## src/verilog/hrw_regs.vh

```
// Purpose: constants for the holding-register write and loopback handler
// Assumes: byte-wide frame interface, one clock
// Notes: definitions only
`ifndef HRW_REGS_VH
`define HRW_REGS_VH
`define HRW_FN_WRITE1 8'h06
`define HRW_FN_DIAG 8'h08
`define HRW_FN_WRITEN 8'h10
`define HRW_SUB_ECHO 16'h0000
`define HRW_BCAST_ADDR 8'h00
`define HRW_MAX_REGS 16'h007d
`define HRW_MIN_BYTES 8'h02
`define HRW_MAX_BYTES 8'hfa
`define HRW_CRC_INIT 16'hffff
`define HRW_CRC_POLY 16'ha001
`define HRW_BUF_BYTES 8
`endif

```

## src/verilog/hrw_crc16.v

```verilog
// Purpose: one-byte step of the reflected frame check
// Assumes: combinational, used per received or sent byte
// Notes: low bit first, polynomial from header
`include "hrw_regs.vh"
`default_nettype none
module hrw_crc16 (
	input wire [15:0] crcIn,
	input wire [7:0] dataIn,
	output reg [15:0] crcOut
);
	integer i;
	// eight shift steps with conditional polynomial xor
	always @* begin
		crcOut = crcIn ^ {8'h00, dataIn};
		for (i = 0; i < 8; i = i + 1) begin
			if (crcOut[0])
				crcOut = (crcOut >> 1) ^ `HRW_CRC_POLY;
			else
				crcOut = crcOut >> 1;
		end
	end
endmodule
`default_nettype wire

```

## src/verilog/hrw_slave.v

```verilog
// Purpose: slave handler for single write, loopback and multiple write queries
// Assumes: framer gives rxValid bytes and rxEnd after frame gap; txReady paces output
// Notes: single writes are applied only if the frame checks good; multiple writes are applied as data arrives, before the check
`include "hrw_regs.vh"
`default_nettype none
// What this block does
// function 06 stores value in register
// single value two bytes, high first
// address field is register number minus 40001
// address zero accepted for write functions
// no reply to broadcast single write
// write and loopback reply echo whole query
// master waits processing time after broadcast
// diagnosis 08 sub 00 echoes query
// any loopback data value accepted
// loopback needs nonzero slave address
// function 10 writes consecutive registers
// writing starts at the start address
// register count at most 125
// byte count twice count, 02 to FA
// data high then low, ascending addresses
// multiple write reply has no data
// frames end with CRC, low byte first
module hrw_slave #(
	parameter [7:0] SLAVE_ADDR = 8'h01
) (
	input wire clk_sys,
	input wire rstn,
	input wire rxValid,
	input wire [7:0] rxByte,
	input wire rxEnd,
	input wire txReady,
	output reg txValid_ff,
	output reg [7:0] txByte_ff,
	output reg regWe_ff,
	output reg [15:0] regAddr_ff,
	output reg [15:0] regData_ff,
	output reg busy_ff
);
	localparam [1:0] ST_RX = 2'd0;
	localparam [1:0] ST_TX = 2'd1;
	localparam [1:0] ST_SKIP = 2'd2;
	reg [1:0] state_ff;
	// byte index, nine bits so a full 125-register frame does not wrap
	reg [8:0] cnt_ff;
	reg [7:0] buf_ff [0:`HRW_BUF_BYTES-1];
	reg [15:0] crc_ff;
	reg [15:0] wrPtr_ff;
	reg [15:0] hold_ff;
	reg [3:0] txIdx_ff;
	reg [3:0] txLen_ff;
	reg bad_ff;
	wire [15:0] crcNext;
	wire [15:0] txCrc;
	reg [7:0] txSel;
	wire [7:0] fn = buf_ff[1];
	wire [15:0] field1 = {buf_ff[2], buf_ff[3]};
	wire [15:0] field2 = {buf_ff[4], buf_ff[5]};
	wire isBcast = (buf_ff[0] == `HRW_BCAST_ADDR);
	wire isMultiFn = (fn == `HRW_FN_WRITEN);
	// end of multiple-write data and of its whole frame, in bytes
	wire [8:0] dataEnd = 9'h007 + {1'b0, buf_ff[6]};
	wire [8:0] frameEnd = dataEnd + 9'h002;
	integer k;

	// function codes served here; any other one spoils the frame
	function isKnownFn;
		input [7:0] code;
		begin
			isKnownFn = 1'b0;
			if (code == `HRW_FN_WRITE1)
				isKnownFn = 1'b1;
			else if (code == `HRW_FN_DIAG)
				isKnownFn = 1'b1;
			else if (code == `HRW_FN_WRITEN)
				isKnownFn = 1'b1;
		end
	endfunction

	hrw_crc16 uCrcRx (
		.crcIn(crc_ff),
		.dataIn(rxByte),
		.crcOut(crcNext)
	);

	// byte picked for transmit: buffered header byte at txIdx_ff; check bytes come from txCrc_ff
	always @* begin
		txSel = buf_ff[txIdx_ff[2:0]];
	end
	reg [15:0] txCrc_ff;
	hrw_crc16 uCrcTx (
		.crcIn(txCrc_ff),
		.dataIn(txSel),
		.crcOut(txCrc)
	);

	// receive, apply writes, then reply
	always @(posedge clk_sys or negedge rstn) begin
		if (!rstn) begin
			state_ff <= ST_RX;
			cnt_ff <= 9'h000;
			crc_ff <= `HRW_CRC_INIT;
			wrPtr_ff <= 16'h0000;
			hold_ff <= 16'h0000;
			txIdx_ff <= 4'h0;
			txLen_ff <= 4'h0;
			bad_ff <= 1'b0;
			txCrc_ff <= `HRW_CRC_INIT;
			txValid_ff <= 1'b0;
			txByte_ff <= 8'h00;
			regWe_ff <= 1'b0;
			regAddr_ff <= 16'h0000;
			regData_ff <= 16'h0000;
			busy_ff <= 1'b0;
			for (k = 0; k < `HRW_BUF_BYTES; k = k + 1)
				buf_ff[k] <= 8'h00;
		end else begin
			regWe_ff <= 1'b0;
			case (state_ff)
			ST_RX: begin
				if (rxValid) begin
					busy_ff <= 1'b1;
					// count saturates so an overlong frame never looks short
					if (cnt_ff != 9'h1ff)
						cnt_ff <= cnt_ff + 9'h001;
					crc_ff <= crcNext;
					if (cnt_ff < `HRW_BUF_BYTES)
						buf_ff[cnt_ff[2:0]] <= rxByte;
					// unknown function code: ignore the frame
					if (cnt_ff == 9'h001 && !isKnownFn(rxByte))
						bad_ff <= 1'b1;
					// slave address: ours or broadcast, else ignore the frame
					if (cnt_ff == 9'h001 && buf_ff[0] != SLAVE_ADDR &&
						buf_ff[0] != `HRW_BCAST_ADDR)
						bad_ff <= 1'b1;
					// multiple write header checks
					if (isMultiFn && cnt_ff == 9'h006) begin
						wrPtr_ff <= field1;
						if (field2 == 16'h0000 || field2 > `HRW_MAX_REGS)
							bad_ff <= 1'b1;
						if ({8'h00, rxByte} != {field2[14:0], 1'b0} ||
							rxByte < `HRW_MIN_BYTES || rxByte > `HRW_MAX_BYTES)
							bad_ff <= 1'b1;
					end
					// register data: high byte then low, ascending; each write lands
					// as its low byte arrives, so a later bad check cannot undo it
					if (isMultiFn && cnt_ff >= 9'h007 && !bad_ff) begin
						if (cnt_ff[0])
							hold_ff[15:8] <= rxByte;
						else if (cnt_ff < dataEnd) begin
							regWe_ff <= 1'b1;
							regAddr_ff <= wrPtr_ff;
							regData_ff <= {hold_ff[15:8], rxByte};
							wrPtr_ff <= wrPtr_ff + 16'h0001;
						end
					end
				end
				if (rxEnd) begin
					cnt_ff <= 9'h000;
					crc_ff <= `HRW_CRC_INIT;
					bad_ff <= 1'b0;
					txIdx_ff <= 4'h0;
					txCrc_ff <= `HRW_CRC_INIT;
					state_ff <= ST_SKIP;
					busy_ff <= 1'b0;
					// good frame: check residue over every byte is zero
					if (!bad_ff && crc_ff == 16'h0000) begin
						if (fn == `HRW_FN_WRITE1 && cnt_ff == 9'h008) begin
							regWe_ff <= 1'b1;
							regAddr_ff <= field1;
							regData_ff <= field2;
							// broadcast still writes but never answers
							if (!isBcast) begin
								state_ff <= ST_TX;
								txLen_ff <= 4'h6;
								busy_ff <= 1'b1;
							end
						end else if (fn == `HRW_FN_DIAG && cnt_ff == 9'h008 &&
							field1 == `HRW_SUB_ECHO && !isBcast) begin
							state_ff <= ST_TX;
							txLen_ff <= 4'h6;
							busy_ff <= 1'b1;
						end else if (isMultiFn && cnt_ff == frameEnd &&
							!isBcast) begin
							state_ff <= ST_TX;
							txLen_ff <= 4'h6;
							busy_ff <= 1'b1;
						end
					end
				end
			end
			ST_TX: begin
				// first six bytes replayed, then crc low, high
				if (!txValid_ff || txReady) begin
					// header bytes out, check folded in as each one leaves
					if (txIdx_ff < txLen_ff) begin
						txValid_ff <= 1'b1;
						txByte_ff <= txSel;
						txCrc_ff <= txCrc;
						txIdx_ff <= txIdx_ff + 4'h1;
					end else if (txIdx_ff == txLen_ff) begin
						txValid_ff <= 1'b1;
						txByte_ff <= txCrc_ff[7:0];
						txIdx_ff <= txIdx_ff + 4'h1;
					end else if (txIdx_ff == txLen_ff + 4'h1) begin
						txValid_ff <= 1'b1;
						txByte_ff <= txCrc_ff[15:8];
						txIdx_ff <= txIdx_ff + 4'h1;
					end else begin
						// last byte taken: release the sink and listen again
						txValid_ff <= 1'b0;
						busy_ff <= 1'b0;
						state_ff <= ST_RX;
					end
				end
			end
			default: begin
				// one idle cycle between frames
				state_ff <= ST_RX;
			end
			endcase
		end
	end
endmodule
`default_nettype wire

```

## config.mk

```make
export PLATFORM = sky130hd
export DESIGN_NAME = hrw_slave
export DESIGN_NICKNAME = d
export VERILOG_FILES = /design/src/verilog/hrw_crc16.v /design/src/verilog/hrw_slave.v
export VERILOG_INCLUDE_DIRS = /design/src /design/src/verilog
export SDC_FILE = /design/constraint.sdc
export NUM_CORES = 1
export LEC_CHECK = 0
export BUFFER_PORTS_ARGS = -buffer_cell sky130_fd_sc_hd__buf_4
export CAP_MARGIN = 0
export CORE_UTILIZATION = 40
export DETAILED_ROUTE_END_ITERATION = 10
export SLEW_MARGIN = 20
export SYNTH_ARGS = -nofsm -noshare
export SYNTH_HDL_FRONTEND = slang
export SYNTH_SLANG_ARGS = --single-unit
```

## constraint.sdc

```tcl
create_clock -name clk_sys -period 4.99 [get_ports clk_sys]
set_input_delay 0.998 -clock clk_sys [delete_from_list [all_inputs] [get_ports clk_sys]]
set_output_delay 0.998 -clock clk_sys [all_outputs]
set_load 0.1 [all_outputs]
```

==> results.py <==
metrics = {
    "place": {
        "dpl.hpwl_um": 17300,
        "port_buffers": 55,
        "gp_congestion": 0.847,
        "dpl_worst_slack_ns": 1.22,
    },
    "pwr": {
        "power_frac_seq_pct": 43.2,
        "swShare_pct": 34.3,
        "power.switching_mw": 1.61,
        "ir_drop_mv": 0.324,
        "p_leak_nw": 4.89,
        "p_int_mw": 3.08,
        "pwr_density_cell_nw_per_um2": 425,
        "p_comb_share_pct": 27.1,
        "clkPwrFrac_pct": 29.7,
    },
    "timing": {
        "grt_setup_unrepaired": "no",
        "setup_viol": 0,
        "fmax_mhz": 266,
        "fin_setup_tns_ns": 0,
        "min_period_ns": 3.77,
        "fin_crit_sh_pct": 75.5,
        "worst_pin_slew_ns": 1.10,
        "slew_headroom_pct": 26.6,
        "setup_slack_ns": 1.23,
        "drv_slew": 0,
        "skew_ns": 0.0130,
        "hold_viol_final": 0,
    },
    "global_routing": {
        "grt_pass1_wl_um": 40200,
        "grt_pass1_vias": 7043,
        "grt_max_degree": 109,
        "overflow": 0,
        "antenna_found_initial": 0,
        "grt_use_total_pct": 21.1,
    },
    "worst_setup_path": {
        "cp-end-kind": "flip-flop",
        "cp.arrival_ns": 4.13,
        "required_ns": 5.36,
        "crit_fanout": 21,
        "crit_path_start_kind": "flip-flop",
        "worstSetupPathType": "reg -> reg",
    },
    "yosys": {
        "synth_top_area_share_pct": 38.2,
        "ys_warn_count": 0,
        "synthAdderAreaFrac_pct": 2.58,
        "yosys.area_share.simple_pct": 15.3,
        "synth_cell_type_count": 54,
        "synthXorXnorAreaFrac_pct": 7.09,
        "synth_seq_area_share_pct": 46.9,
        "async_flop_share_pct": 100,
        "synth_most_common_cell": "dfrtp_1",
        "synth_top_family_by_area": "simple AND/OR/NAND/NOR gates",
        "ys.flop_type": "dfrtp_1",
        "muxShareOfSynthArea_pct": 14.3,
        "ys_ff_latch": 180,
        "syn-cell-area_um2": 9690,
        "synthCells": 926,
        "synth-edff-count": 0,
        "synth_area_leaders": "dfrtp_1 38%, dfstp_2 8.7%, mux2_2 8.0%, nor2_1 4.5%, xnor2_1 4.0%",
        "synthTopCellsByCount": "148 x dfrtp_1, 117 x nor2_1, 94 x nand2_1",
        "synth_fp_nets": 959,
        "synth_top_area_cell": "dfrtp_1",
        "synth_area_per_cell_um2": 10.5,
        "synth_compound_area_share_pct": 11.0,
    },
    "route": {
        "wl_per_cell_um": 19.2,
        "drt_first_iter_violations": 436,
        "first_pass_iters": 5,
        "vias": 7232,
        "vias_per_cell": 5.58,
        "wirelength_um": 24900,
        "post-route-drc-count": 0,
        "ant_nets": 0,
    },
    "floorplan": {
        "die_w_um": 158,
        "num_rows": 56,
        "die_area_um2": 24900,
        "initial_core_util_pct": 41.1,
        "io-pin-count": 56,
        "core-area_um2": 23600,
        "dieHeight_um": 158,
    },
    "hold_path": {
        "hold_path.class": "reg -> reg",
    },
    "clocking": {
        "post_cts_resized": 0,
        "numCtsBuffers": 17,
        "htree_levels": 4,
        "worst_skew_pair.late_latency_ns": 0.44,
        "cts-hold-fix-buffers": 0,
        "cts_setup_buffers": 0,
        "path_clk_slew_ns": 0.07,
        "cts_tree": "done",
        "cts_buffer_depth": 2,
        "root_buffer": "clkbuf_16",
        "clock_sinks": 180,
    },
    "job": {
        "drv_cap": 0,
    },
    "layout": {
        "diodes": 0,
        "utilization_pct": 46.7,
        "area_growth_pct": 13.7,
        "nNetsFinal": 998,
        "drive_above_1_share_pct": 23.2,
    },
    "outcome": {
        "outcome": "complete, no violations",
    },
}
power groups by stage:
stage / clock, mW / sequential (mW) / combinational, mW
2_1_floorplan: 0 / 2.05 / 0.914
3_3_place_gp: 0 / 2.05 / 1.25
3_5_place_dp: 0 / 2.05 / 1.27
4_1_cts: 1.42 / 2.02 / 1.28
5_1_grt: 1.47 / 2.06 / 1.39
6_report: 1.39 / 2.03 / 1.27
kinds of logic after synthesis:
family,count (synthesis)
mux,104
flops,180
xor+xnor,72
simple gates,324
buf+inv,66
compound gates,160
fa+ha+maj,20
layout make-up:
class	count	area, µm²
clock inverter	14	173
multi-input combinational	680	4890
sequential	180	4540
tap	319	399
inverter	18	67.6
clock buffer	18	429
timing repair buffer	68	517
fill	2273	12600
worst max-delay path, cell delays in order, from the launching register on:
cell and delay, ns:
dfrtp_1 0.44, inv_1 0.09, ha_1 0.35, ha_1 0.30, nor2b_1 0.13, o21a_1 0.16
o21a_1 0.16, o21a_1 0.16, o21a_1 0.16, o21ai_0 0.20, a21oi_1 0.18, o31ai_4 0.84
buf_4 0.33, nor2_1 0.05, nor2_1 0.12
through the flow:
| step | cells | hold WS [ns] | power [mW] | instance area, µm² |
|---|---|---|---|---|
| final | 1297 | 0.480 | 4.69 | 11000 |
| after global routing | 1297 | 0.521 | 4.92 | 11000 |
| after CTS | 1297 | 0.492 | 4.72 | 11000 |
| after detailed placement | 1265 | 0.475 | 3.32 | 10400 |
| after global placement | 1265 | 0.460 | 3.30 | 10400 |
| after floorplan | 926 | 0.445 | 2.97 | 9690 |
final timing paths:
kind                                  end    startpoint  slack, ns  cells past startpoint
max reg2reg                regData_ff[13]     buf_ff[8]       1.23                     14
max                        regData_ff[13]     buf_ff[8]       1.23                     14
min in group asynchronous   regAddr_ff[1]          rstn       0.68                      1
max in group asynchronous       crc_ff[3]          rstn       3.22                      2
min reg2reg                  txByte_ff[7]  txByte_ff[7]       0.48                      2
min                          txByte_ff[7]  txByte_ff[7]       0.48                      2
placed cells by master, fill, tap and decap left out, types with 12 or more instances in the layout:
master	Yosys	layout
dfrtp_1	148	148
nor2_1	117	117
nand2_1	94	94
mux2_2	69	69
buf_4	0	67
xnor2_1	44	44
o22ai_1	34	34
o21ai_0	33	33
dfstp_2	32	32
a21oi_1	30	30
nand3_1	23	23
xor2_1	22	22
ha_1	20	20
inv_1	18	18
mux2i_1	18	18
nor4_1	17	17
clkbuf_16	0	17
and3_1	16	16
o221a_2	13	13
o211ai_1	12	12
metal layers:
metal	up-vias	share of wire (%)	global-route usage, %
met5	-	0	0
met4	0	1.9	6.70
met3	28	3.8	2.98
met2	171	45	32.5
met1	3624	49	30.5
li1	3409	-	-
sequential cells by signal, summed over array words and instances (netlist names), 9 cells and up:
register / flops
wrPtr_ff: 16
txCrc_ff: 16
regData_ff: 16
crc_ff: 16
cnt_ff: 9
buf_ff: 56
regAddr_ff: 16
No activity file was read; power rests on OpenSTA's default activity.
